$ cat src/qdr_phy_pkg.sv
// constants and types for the quad-data-rate sram data path
package qdr_phy_pkg;
   // bus and sizes
   localparam int addr_w = 8;
   localparam int data_w = 32;
   localparam int grp_w = 36;
   localparam int par_w = 4;
   // register byte offsets
   localparam logic [addr_w-1:0] ctrl_off = 8'h00;
   localparam logic [addr_w-1:0] status_off = 8'h04;
   localparam logic [addr_w-1:0] wdata_off = 8'h08;
   localparam logic [addr_w-1:0] wpar_off = 8'h0c;
   localparam logic [addr_w-1:0] rdata_rise_off = 8'h10;
   localparam logic [addr_w-1:0] rdata_fall_off = 8'h14;
   localparam logic [addr_w-1:0] rpar_off = 8'h18;
   localparam logic [addr_w-1:0] trim_off = 8'h1c;
   // ctrl fields
   localparam int ctrl_en_bit = 0;
   localparam int ctrl_pll_bit = 1;
   localparam int ctrl_mode_lsb = 2;
   localparam int ctrl_phase_lsb = 4;
   localparam int ctrl_wr_bit = 8;
   localparam logic [31:0] ctrl_reset_val = 32'h0000_0000;
   localparam logic [7:0] trim_reset_val = 8'h00;
   // group widths per bus mode
   localparam logic [5:0] width_x4 = 6'h04;
   localparam logic [5:0] width_x9 = 6'h09;
   localparam logic [5:0] width_x18 = 6'h12;
   localparam logic [5:0] width_x36 = 6'h24;
   // phase shift table in tenths of a degree
   localparam int n_phase = 12;
   localparam logic [11:0] phase_tenths [n_phase] = '{
      12'h000, 12'h0e1, 12'h12c, 12'h168, 12'h1c2, 12'h258,
      12'h2a3, 12'h2d0, 12'h384, 12'h438, 12'h4b0, 12'h5a0};
   // bit mask of phases allowed for each of the four delay-loop modes
   localparam logic [11:0] phase_allow [4] = '{12'h111, 12'h94b, 12'h6a5, 12'hfff};
   // read latency in half cycles of the memory clock
   localparam int read_lat_half = 3;
   typedef enum logic [1:0] {bus_x4, bus_x9, bus_x18, bus_x36} bus_mode_t;
   typedef enum logic [1:0] {loop_a, loop_b, loop_c, loop_d} loop_mode_t;
endpackage

$ cat src/qdr_pin_sync.sv
// three-stage synchroniser with agreement filter for pin inputs
module qdr_pin_sync
   import qdr_phy_pkg::*;
#(
   parameter int width = 1
)
(
   // clock
   input wire logic aclk,
   input wire logic aresetn,
   input wire logic ce,
   // pins and filtered level
   input wire logic [width-1:0] pin,
   output logic [width-1:0] level
);
   typedef struct packed {
      logic [width-1:0] s1;
      logic [width-1:0] s2;
      logic [width-1:0] s3;
      logic [width-1:0] lvl;
   } sync_t;
   sync_t st_q, st_d;
   always_comb
   begin
      st_d = st_q;
      st_d.s1 = pin;
      st_d.s2 = st_q.s1;
      st_d.s3 = st_q.s2;
      for (int i = 0; i < width; i++)
      begin
         if (st_q.s2[i] == st_q.s3[i])
         begin
            st_d.lvl[i] = st_q.s3[i];
         end
      end
   end
   always_ff @(posedge aclk)
   begin
      if (!aresetn)
      begin
         st_q <= '0;
      end
      else if (ce)
      begin
         st_q <= st_d;
      end
   end
   assign level = st_q.lvl;
endmodule

$ cat src/qdr_strobe_delay.sv
// per-strobe delay line with shared coarse setting and own fine trim
module qdr_strobe_delay
   import qdr_phy_pkg::*;
(
   // clock
   input wire logic aclk,
   input wire logic aresetn,
   input wire logic ce,
   // shared control word and own trim
   input wire logic [3:0] coarse,
   input wire logic [3:0] fine,
   // strobe in and delayed strobe
   input wire logic strobe_in,
   output logic strobe_out
);
   typedef struct packed {
      logic [31:0] line;
   } dly_t;
   dly_t st_q, st_d;
   logic [4:0] tap;
   always_comb
   begin
      st_d = st_q;
      st_d.line = {st_q.line[30:0], strobe_in};
      tap = 5'(coarse) + 5'(fine);
   end
   always_ff @(posedge aclk)
   begin
      if (!aresetn)
      begin
         st_q <= '0;
      end
      else if (ce)
      begin
         st_q <= st_d;
      end
   end
   assign strobe_out = st_q.line[tap];
endmodule

$ cat src/qdr_sram_phy_datapath.sv
// quad-data-rate sram data path with axi4-lite control
//
// Chosen here: the AXI4-Lite register port and the register addresses.
module qdr_sram_phy_datapath
   import qdr_phy_pkg::*;
(
   // clock and reset
   input wire logic aclk,
   input wire logic aresetn,
   input wire logic ce,
   // axi4-lite write address
   input wire logic [addr_w-1:0] s_axi_awaddr,
   input wire logic s_axi_awvalid,
   output logic s_axi_awready,
   // axi4-lite write data
   input wire logic [data_w-1:0] s_axi_wdata,
   input wire logic [3:0] s_axi_wstrb,
   input wire logic s_axi_wvalid,
   output logic s_axi_wready,
   // axi4-lite write response
   output logic [1:0] s_axi_bresp,
   output logic s_axi_bvalid,
   input wire logic s_axi_bready,
   // axi4-lite read address
   input wire logic [addr_w-1:0] s_axi_araddr,
   input wire logic s_axi_arvalid,
   output logic s_axi_arready,
   // axi4-lite read data
   output logic [data_w-1:0] s_axi_rdata,
   output logic [1:0] s_axi_rresp,
   output logic s_axi_rvalid,
   input wire logic s_axi_rready,
   // echo clock pins
   input wire logic strobe_pin_i,
   output logic strobe_pin_o,
   output logic strobe_pin_oe,
   input wire logic strobe_complement_pin_i,
   output logic strobe_complement_pin_o,
   output logic strobe_complement_pin_oe,
   // read data pins
   input wire logic [grp_w-1:0] read_data_pin,
   // read pll clock
   input wire logic rd_pll_clk,
   // write side pins
   output logic [grp_w-1:0] write_data_pin,
   output logic mem_clk_p,
   output logic mem_clk_n,
   // frequency reference, write clock
   input wire logic freq_ref,
   input wire logic write_clk,
   // unused group pins for general purpose use
   output logic [grp_w-1:0] gpio_free
);
   typedef enum {wr_idle, wr_resp} wr_state_t;
   typedef struct packed {
      logic [31:0] ctrl;
      logic [7:0] trim_true;
      logic [7:0] trim_comp;
      logic [grp_w-1:0] wword;
      logic [grp_w-1:0] rise_cap;
      logic [grp_w-1:0] fall_cap;
      logic [grp_w-1:0] rise_pair;
      logic [grp_w-1:0] fall_pair;
      logic pair_new;
      logic [grp_w-1:0] wr_out;
      logic wr_phase;
      logic [1:0] wr_clk_hist;
      logic [1:0] str_hist;
      logic [1:0] cmp_hist;
      logic [1:0] pll_hist;
      logic [1:0] ref_hist;
      logic [7:0] ref_cnt;
      logic [7:0] ref_period;
      logic [3:0] coarse;
      logic [5:0] captures;
      logic awdone;
      logic wdone;
      logic [addr_w-1:0] awaddr;
      logic [data_w-1:0] wdata;
      logic [3:0] wstrb;
      logic bvalid;
      logic [1:0] bresp;
      logic rvalid;
      logic [data_w-1:0] rdata;
      logic [1:0] rresp;
   } st_t;
   st_t st_q, st_d;
   logic str_lvl, cmp_lvl, pll_lvl, ref_lvl, wck_lvl;
   logic str_dly, cmp_dly;
   logic [grp_w-1:0] rd_lvl;
   logic [5:0] grp_width;
   logic [grp_w-1:0] grp_mask;
   logic [3:0] phase_sel;
   logic phase_ok;
   logic [31:0] wr_merged;
   // pin synchronisers, strobe pair kept separate
   qdr_pin_sync #(.width(5)) u_clk_sync (
      .aclk(aclk),
      .aresetn(aresetn),
      .ce(ce),
      .pin({strobe_pin_i, strobe_complement_pin_i, rd_pll_clk, freq_ref, write_clk}),
      .level({str_lvl, cmp_lvl, pll_lvl, ref_lvl, wck_lvl})
   );
   qdr_pin_sync #(.width(grp_w)) u_data_sync (
      .aclk(aclk),
      .aresetn(aresetn),
      .ce(ce),
      .pin(read_data_pin),
      .level(rd_lvl)
   );
   // each strobe has its own delay line
   qdr_strobe_delay u_dly_true (
      .aclk(aclk),
      .aresetn(aresetn),
      .ce(ce),
      .coarse(st_q.coarse),
      .fine(st_q.trim_true[3:0]),
      .strobe_in(str_lvl),
      .strobe_out(str_dly)
   );
   qdr_strobe_delay u_dly_comp (
      .aclk(aclk),
      .aresetn(aresetn),
      .ce(ce),
      .coarse(st_q.coarse),
      .fine(st_q.trim_comp[3:0]),
      .strobe_in(cmp_lvl),
      .strobe_out(cmp_dly)
   );
   always_comb
   begin
      // group width per bus mode
      case (bus_mode_t'(st_q.ctrl[ctrl_mode_lsb +: 2]))
         bus_x4: grp_width = width_x4;
         bus_x9: grp_width = width_x9;
         bus_x18: grp_width = width_x18;
         bus_x36: grp_width = width_x36;
         default: grp_width = width_x4;
      endcase
      grp_mask = '0;
      for (int i = 0; i < grp_w; i++)
      begin
         grp_mask[i] = (6'(i) < grp_width);
      end
      // phase choice checked against loop mode
      phase_sel = st_q.ctrl[ctrl_phase_lsb +: 4];
      phase_ok = (phase_sel < 4'(n_phase)) &&
         phase_allow[st_q.ctrl[ctrl_mode_lsb +: 2]][phase_sel];
      wr_merged = st_q.wdata;
      for (int b = 0; b < 4; b++)
      begin
         if (!st_q.wstrb[b])
         begin
            wr_merged[b*8 +: 8] = 8'h00;
         end
      end
   end
   always_comb
   begin
      st_d = st_q;
      st_d.str_hist = {st_q.str_hist[0], str_dly};
      st_d.cmp_hist = {st_q.cmp_hist[0], cmp_dly};
      st_d.pll_hist = {st_q.pll_hist[0], pll_lvl};
      st_d.ref_hist = {st_q.ref_hist[0], ref_lvl};
      st_d.wr_clk_hist = {st_q.wr_clk_hist[0], wck_lvl};
      st_d.pair_new = 1'b0;
      // delay control tracked from reference period
      st_d.ref_cnt = st_q.ref_cnt + 8'h01;
      if (st_q.ref_hist == 2'b01)
      begin
         st_d.ref_period = st_q.ref_cnt;
         st_d.ref_cnt = 8'h00;
      end
      if (phase_ok)
      begin
         st_d.coarse = 4'(({4'h0, st_q.ref_period} *
            {12'h000, phase_tenths[phase_sel][11:8]}) >> 6);
      end
      if (st_q.ctrl[ctrl_en_bit])
      begin
         if (st_q.ctrl[ctrl_pll_bit])
         begin
            // pll clock drives both ddr capture edges
            if (st_q.pll_hist == 2'b01)
            begin
               st_d.rise_cap = rd_lvl & grp_mask;
            end
            if (st_q.pll_hist == 2'b10)
            begin
               st_d.fall_cap = rd_lvl & grp_mask;
               st_d.pair_new = 1'b1;
            end
         end
         else
         begin
            // true echo rises into high capture, complement into low
            if (st_q.str_hist == 2'b01)
            begin
               st_d.rise_cap = rd_lvl & grp_mask;
            end
            if (st_q.cmp_hist == 2'b01)
            begin
               st_d.fall_cap = rd_lvl & grp_mask;
               st_d.pair_new = 1'b1;
            end
         end
      end
      // register the captured words as one pair
      if (st_q.pair_new)
      begin
         st_d.rise_pair = st_q.rise_cap;
         st_d.fall_pair = st_q.fall_cap;
         st_d.captures = st_q.captures + 6'h01;
      end
      // write launched on rising write clock edges, independent of reads
      if (st_q.wr_clk_hist == 2'b01)
      begin
         st_d.wr_phase = 1'b1;
         if (st_q.ctrl[ctrl_wr_bit])
         begin
            st_d.wr_out = st_q.wword & grp_mask;
         end
      end
      if (st_q.wr_clk_hist == 2'b10)
      begin
         st_d.wr_phase = 1'b0;
      end
      // axi write channels, taken in either order
      if (s_axi_awvalid && !st_q.awdone)
      begin
         st_d.awdone = 1'b1;
         st_d.awaddr = s_axi_awaddr;
      end
      if (s_axi_wvalid && !st_q.wdone)
      begin
         st_d.wdone = 1'b1;
         st_d.wdata = s_axi_wdata;
         st_d.wstrb = s_axi_wstrb;
      end
      if (st_q.awdone && st_q.wdone && !st_q.bvalid)
      begin
         st_d.bvalid = 1'b1;
         st_d.bresp = 2'b00;
         case ({st_q.awaddr[addr_w-1:2], 2'b00})
            ctrl_off: st_d.ctrl = (st_q.ctrl & ~wr_merged) | wr_merged;
            wdata_off: st_d.wword[31:0] = wr_merged;
            wpar_off: st_d.wword[grp_w-1:32] = wr_merged[par_w-1:0];
            trim_off:
            begin
               st_d.trim_true = {4'h0, wr_merged[3:0]};
               st_d.trim_comp = {4'h0, wr_merged[11:8]};
            end
            status_off, rdata_rise_off, rdata_fall_off, rpar_off: st_d.bresp = 2'b00;
            default: st_d.bresp = 2'b10;
         endcase
         if ({st_q.awaddr[addr_w-1:2], 2'b00} == ctrl_off)
         begin
            for (int b = 0; b < 4; b++)
            begin
               if (st_q.wstrb[b])
               begin
                  st_d.ctrl[b*8 +: 8] = st_q.wdata[b*8 +: 8];
               end
            end
         end
      end
      if (st_q.bvalid && s_axi_bready)
      begin
         st_d.bvalid = 1'b0;
         st_d.awdone = 1'b0;
         st_d.wdone = 1'b0;
      end
      // axi read
      if (s_axi_arvalid && !st_q.rvalid)
      begin
         st_d.rvalid = 1'b1;
         st_d.rresp = 2'b00;
         case ({s_axi_araddr[addr_w-1:2], 2'b00})
            ctrl_off: st_d.rdata = st_q.ctrl;
            status_off: st_d.rdata = {16'h0000, 2'b00, st_q.captures,
               3'b000, phase_ok, st_q.coarse};
            wdata_off: st_d.rdata = st_q.wword[31:0];
            wpar_off: st_d.rdata = {28'h0000000, st_q.wword[grp_w-1:32]};
            rdata_rise_off: st_d.rdata = st_q.rise_pair[31:0];
            rdata_fall_off: st_d.rdata = st_q.fall_pair[31:0];
            rpar_off: st_d.rdata = {24'h000000, st_q.fall_pair[grp_w-1:32],
               st_q.rise_pair[grp_w-1:32]};
            trim_off: st_d.rdata = {20'h00000, st_q.trim_comp[3:0], 4'h0,
               st_q.trim_true[3:0]};
            default:
            begin
               st_d.rdata = 32'h0000_0000;
               st_d.rresp = 2'b10;
            end
         endcase
      end
      if (st_q.rvalid && s_axi_rready)
      begin
         st_d.rvalid = 1'b0;
      end
   end
   always_ff @(posedge aclk)
   begin
      if (!aresetn)
      begin
         st_q <= '0;
         st_q.ctrl <= ctrl_reset_val;
         st_q.trim_true <= trim_reset_val;
         st_q.trim_comp <= trim_reset_val;
      end
      else if (ce)
      begin
         st_q <= st_d;
      end
   end
   // axi outputs
   assign s_axi_awready = !st_q.awdone;
   assign s_axi_wready = !st_q.wdone;
   assign s_axi_bvalid = st_q.bvalid;
   assign s_axi_bresp = st_q.bresp;
   assign s_axi_arready = !st_q.rvalid;
   assign s_axi_rvalid = st_q.rvalid;
   assign s_axi_rdata = st_q.rdata;
   assign s_axi_rresp = st_q.rresp;
   // echo pins are inputs only
   assign strobe_pin_o = 1'b0;
   assign strobe_pin_oe = 1'b0;
   assign strobe_complement_pin_o = 1'b0;
   assign strobe_complement_pin_oe = 1'b0;
   // single-clock mode: memory clock pair from the synchronised write clock edges, gated by the enable bit
   assign mem_clk_p = st_q.wr_phase & st_q.ctrl[ctrl_en_bit];
   assign mem_clk_n = ~st_q.wr_phase & st_q.ctrl[ctrl_en_bit];
   assign write_data_pin = st_q.wr_out & grp_mask;
   // pins outside the group are released
   assign gpio_free = ~grp_mask;
endmodule

$ cat config.mk
export PLATFORM = sky130hd
export DESIGN_NAME = qdr_sram_phy_datapath
export DESIGN_NICKNAME = d
export VERILOG_FILES = /design/src/qdr_phy_pkg.sv /design/src/qdr_pin_sync.sv /design/src/qdr_strobe_delay.sv /design/src/qdr_sram_phy_datapath.sv
export SDC_FILE = /design/constraint.sdc
export NUM_CORES = 1
export LEC_CHECK = 0
export BUFFER_PORTS_ARGS = -buffer_cell sky130_fd_sc_hd__buf_4
export CORE_MARGIN = 3
export CORE_UTILIZATION = 50
export DETAILED_ROUTE_END_ITERATION = 6
export GPL_ROUTABILITY_DRIVEN = 0
export PLACE_DENSITY = 0.82
export SYNTH_ARGS = -nofsm -noshare
export SYNTH_HDL_FRONTEND = slang
export SYNTH_SLANG_ARGS = --single-unit
$ cat constraint.sdc
create_clock -name aclk -period 3.6 [get_ports aclk]
set_input_delay 0.54 -clock aclk [delete_from_list [all_inputs] [get_ports aclk]]
set_output_delay 0.54 -clock aclk [all_outputs]
set_load 0.05 [all_outputs]
======== Word level (Yosys, flattened, before mapping) ========
Memories as Yosys holds them, arrays and structs flattened.
Cells that the tools add are included.
word-level totals
  bits of input ports ..................... 101
  memory bits (read-only) ................. 192
  flip-flop bits (word level) ............. 606
  logic and storage cells ................. 334
  bits in writable memories ............... 0
  output and inout port bits .............. 119
  memories ................................ 1
  latch bits .............................. 0
memory list
  name              depth  width  read ports  clocked after Yosys merged registers in  wr ports  line                          text
  (name not given)  16     12     1           0                                        0         qdr_sram_phy_datapath.sv:177  {12'h000, phase_tenths[phase_sel][11:8]}) >> 6);
operators by class
  multiplexer cells ....................... 44
  multipliers ............................. 1
  divide/modulo/power cells ............... 0
  equality and inequality tests ........... 67
  magnitude comparators ................... 42
  reduce and logical (&&, ||, !) cells .... 83
  bitwise gates (word level) .............. 12
  shift operators ......................... 0
  $add $sub $neg .......................... 4
operators by type and width
  operator              number
  $pmux W32 S8          1
  $mux W36              4
  $and A36 B36 Y36      3
  $reduce_and A2 Y1     53
  $lt A5 B6 Y1 const A  16
  $mux W72              1
  $mux W32              2
  $mux W8               8
  $eq A6 B3 Y1 const B  8
  $lt A4 B6 Y1 const A  8
  $mux W12              4
  $eq A1 B1 Y1          41
  $not A36 Y36          1
  $mux W35              1
  $and A32 B32 Y32      1
  $not A32 Y32          1
  $or A32 B32 Y32       1
  $bmux W12 S2          1
  $eq A6 B2 Y1 const B  4
  $lt A3 B6 Y1 const A  4
  $lt A6 B6 Y1 const A  4
  $pmux W6 S4           1
  $mux W16              1
  $reduce_or A8 Y1      2
  other kinds (31)      82

======== Depth between registers and ports, before layout ========
  word-level depth ........................ 10
  depth in mapped cells ................... 16
  mapped depth without buffers ............ 15

======== Modules after synthesis ========
From an unflattened synthesis, not the netlist that was laid out.
unflattened totals
  cell total of the unflattened synthesis .. 3000
  area total of the unflattened synthesis .. 25966.2 um^2
by module, submodules not included
  module                      times used  cells each  area each (um^2)  seq. area each (um^2)
  qdr_sram_phy_datapath       1           2002        15877.7           7487.2
  qdr_pin_sync (u_data_sync)  1           616         5913.2            2882.8
  qdr_strobe_delay            2           148         1652.8            640.6
  qdr_pin_sync (u_clk_sync)   1           86          869.6             400.4

======== Worst setup path after synthesis ========
OpenSTA, ideal clock, no wires.
  path kind ............................... reg2reg
  start ................................... reg st_q, in the netlist phase_sel[0]
  end ..................................... reg st_q[92] (netlist bit)
  cell stages (with the launch flop) ...... 15
  buffers on the path ..................... 1
  path slack .............................. 219 ps
  data required time ...................... 3518 ps
  arrival time ............................ 3298 ps
  setup time .............................. 82 ps
  cell sequence ........................... dfxtp_1 -> buf_2 -> inv_1 -> ha_1 -> or3b_1 -> nand2_1 -> and2_1 -> ha_1 -> fa_1 -> ha_1 -> a21oi_1 -> a21boi_0 -> o21a_1 -> or2_2 -> o221ai_1
on the way
  word-level cells in the longest chain between the ends .. 5
  elaborated cells on any way between the ends .. 10
  those cells by class .................... mul (1); order compare (1); mux (4); bitwise (1); reduce/logical (2); memory (1)
ends and longest elaborated chain
  item                                          line                          text
  from (decl)                                   qdr_sram_phy_datapath.sv:87   st_t st_q, st_d;
  from (signal assigned)                        qdr_sram_phy_datapath.sv:313  st_q <= st_d;
  $not A4 Y5 (implied by the code)              qdr_sram_phy_datapath.sv:177
  $mem_v2 Z16 W12                               -
  $mux W12 (implied by the code) (2 in series)  qdr_sram_phy_datapath.sv:177
  $mul A8 B4 Y10                                qdr_sram_phy_datapath.sv:176  st_d.coarse = 4'(({4'h0, st_q.ref_period} *
Parallel ways exist; a longest one is shown, timed or not. The select of a mux whose other input is x is not followed.
A chain may end at the register's enable or synchronous reset.

======== Worst setup path in the final report ========
  start ................................... reg st_q, in the netlist phase_sel[1]
  end ..................................... reg st_q[91] (netlist bit)
The elaborated chain is that of the path after synthesis.

==> impl_metrics.tcl <==
set metrics [dict create \
    status "completed" \
    max_stage_delay_ns 0.50 \
    fin_nets 3040 \
    slew_violations 0 \
    p_leak_uw 0.0108 \
    ctsHtreeMaxLevel 2 \
    vdd_ir_drop_max_mv 0.367 \
    endpoint_kind "register" \
    grt_first_pass_wirelength_um 101000 \
    areaGrowthSynthToFinish_pct 13.5 \
    finalHoldViolCount 0 \
    antenna_found_initial 0 \
    synth_area_mm2 0.0248 \
    worstPathCellList "inv_1 > ha_1 > or3b_4 > nand2_4 > and2_1 > ha_1 > inv_1 > fa_1 > inv_1 > ha_1 > nand4_1 > a211oi_2 > buf_4 > nor3_1 > xor2_1 > o22ai_1" \
    setup_violations 0 \
    reg2reg_depth 16 \
    yosysSeqAreaShare_pct 48.6 \
    core_mm2 0.0483 \
    insertion_delay_ns 0.62 \
    synth_edf_count 0 \
    num_vias 20400 \
    synthArstFlopShare_pct 0 \
    cp_max_fo 7 \
    synth_cell_types 62 \
    diodes 0 \
    power_density_mw_per_mm2 476 \
    numClockSinks 602 \
    clockRootBuffer "clkbuf_16" \
    die_w_um 229 \
    drive_gt1_share_pct 13.1 \
    drc 0 \
    wirelength_um 63300 \
    pre_cts_slack_ns -0.0326 \
    timing.final.crit_share_pct 97.3 \
    critPathKind "reg -> reg" \
    critPathSlowestCell "fa_1" \
    drt_iter0_drc 2246 \
    grt_pass1_vias 19400 \
    period_minus_slack_ns 3.50 \
    tritoncts "yes" \
    final_cell_mix "602 x dfxtp_1, 511 x nand2_1, 395 x a21oi_1" \
    hold_path.class "in -> reg" \
    max_cap_viol_count 0 \
    path_clk_slew_ns 0.06 \
    layout_setup_ws_ns 0.0990 \
    fmax_ghz 0.286 \
    ctsHoldBuffers 0 \
    skew_ns 0.0270 \
    dpl.cell_count 3494 \
    grt_usage_pct 23.1 \
    syn_inst 2866 \
    r2r_start "phase_sel[1]" \
    grt.overflow.total 0 \
    arrival_ns 4.04 \
    port_buffers 205 \
    wire_per_inst_um 17.6 \
    fin_util_pct 58.2 \
    maxSlewHeadroom_pct 34.8 \
    layout_commonest_cell "dfxtp_1" \
    worst_pin_slew_ns 0.978 \
    ant_nets 0 \
    grt_max_degree 139 \
    cp.required_ns 4.13 \
    r2r_setup_slack_ns 0.1 \
    r2r_end "st_q[91]" \
    path_buf_inv 4 \
    avgViaCountPerCell 5.66 \
    worst_hold_slack_ns 0.165 \
    avgSynthCellArea_um2 8.65 \
    hold_depth 3 \
    placementRows 80 \
    synth-main-ff-cell "dfxtp_1" \
    critPathLaunchType "register" \
    cts_buffers 58 \
    yosys_warnings 0 \
    ys_ff_latch 602 \
    cp_top_family "adder cells" \
    min_from "s_axi_awaddr[5]" \
    initial_utilization_pct 51.3 \
    die_area_mm2 0.0523 \
    holdPathEnd "st_q[79]" \
    p_total_uw 13400 \
    dr.pass1.iters 7 \
    dpl.hpwl_um 42900 \
    clk_path_buf_depth 3 \
    ios 220 \
    final_cells 3600 \
    die_height_um 229 \
]
[through the flow]
stage               cell area [um^2]  TNS (ns)
global placement               26200         0
global route                   28100   -0.0927
floorplan                      24800         0
detailed placement             26200   -0.0637
finish                         28100         0
CTS                            28100         0
[cells by family after synthesis]
family | Yosys count | synth area share (%)
DFF | 602 | 48.6
adders and majority gates | 40 | 2.23
and+or+nand+nor | 1075 | 19.1
other | 1 | 0.0151
AOI/OAI and AO/OA | 617 | 14.2
xor gates and xnor gates | 17 | 0.600
buffers and inverters | 304 | 5.94
muxes | 210 | 9.28
[worst reg2reg max path: stages (launching register included)]
cell	delay, ns
dfxtp_1	0.36
inv_1	0.09
ha_1	0.21
or3b_4	0.42
nand2_4	0.10
and2_1	0.15
ha_1	0.16
inv_1	0.06
fa_1	0.50
inv_1	0.05
ha_1	0.33
nand4_1	0.14
a211oi_2	0.29
buf_4	0.18
nor3_1	0.05
xor2_1	0.15
o22ai_1	0.17
[where the power goes]
group / leakage (uW) / internal (uW) / switching, uW
logic: 0.00499 / 204 / 340
clock network: 0.000946 / 3490 / 2560
registers: 0.00487 / 6740 / 72.2
[synthesized netlist by cell type, types with 3 or more instances]
cell,count,area [um^2]
nand3b_1,10,75.1
nor4bb_1,4,40.0
mux2i_1,194,1940
nand4_1,11,68.8
inv_1,26,97.6
buf_2,41,205
nor2b_1,20,125
a21o_1,47,353
nand2b_1,6,37.5
clkbuf_1,153,574
buf_1,10,37.5
buf_4,71,533
mux4_2,16,360
a21oi_1,395,1980
a211oi_1,4,30.0
fa_1,7,140
o21a_1,3,22.5
a31oi_1,3,18.8
ha_1,33,413
or2_2,7,43.8
a222oi_1,6,60.1
a22oi_1,70,526
xor2_1,9,78.8
a22o_1,8,70.1
dfxtp_1,602,12100
o21ai_0,67,335
and2_1,70,438
nor2_1,237,890
and3_1,9,56.3
xnor2_1,8,70.1
nor3_1,3,15.0
nand3_1,167,836
nand2_1,513,1930
[flip-flops by register name (all words and copies together) (netlist names), named ones only]
name	flops
u_dly_true.st_q	32
u_dly_comp.st_q	32
u_clk_sync.st_q	5
s_axi_rresp	1
u_data_sync.level	36
u_clk_sync.st_d	10
s_axi_rdata	32
phase_sel	4
st_d	5
s_axi_bresp	1
u_data_sync.st_q	36
s_axi_rvalid	1
u_data_sync.st_d	72
st_q	308
s_axi_bvalid	1
u_clk_sync.level	5
[final cells by class]
| type | count | area (um^2) |
|---|---|---|
| clock inverters | 21 | 208 |
| clock buffers | 84 | 1700 |
| fillers | 3996 | 20200 |
| well taps | 656 | 821 |
| multi-input cells | 1969 | 11400 |
| repair buffers | 241 | 1880 |
| inverters | 27 | 109 |
| flip-flops and latches | 602 | 12100 |
[per-layer routing]
metal / global-route usage, % / part of all wire (%)
met1: 31.7 / 44
met3: 5.01 / 9.3
met5: 0 / 0
met2: 36.4 / 44
met4: 7.60 / 2.5
[worst max path at each step]
stage                       startpoint        to  slack (ns)  depth (start not counted)
final                     phase_sel[1]  st_q[91]         0.1                         16
after global routing      phase_sel[1]  st_q[93]       -0.06                         15
after CTS                 phase_sel[0]  st_q[93]      0.0006                         15
after detailed placement  phase_sel[0]  st_q[92]       -0.03                         13
after global placement    phase_sel[0]  st_q[93]        0.19                         15
after floorplan           phase_sel[0]  st_q[92]        0.22                         14
[timing repair]
item / CTS / global route
pin swaps: 1 / 2
setup buffers: 0 / 1
gates resized for setup: 2 / 5
setup endpoints to repair: 2 / 4
Note: power is estimated with default switching activity, not from simulation.
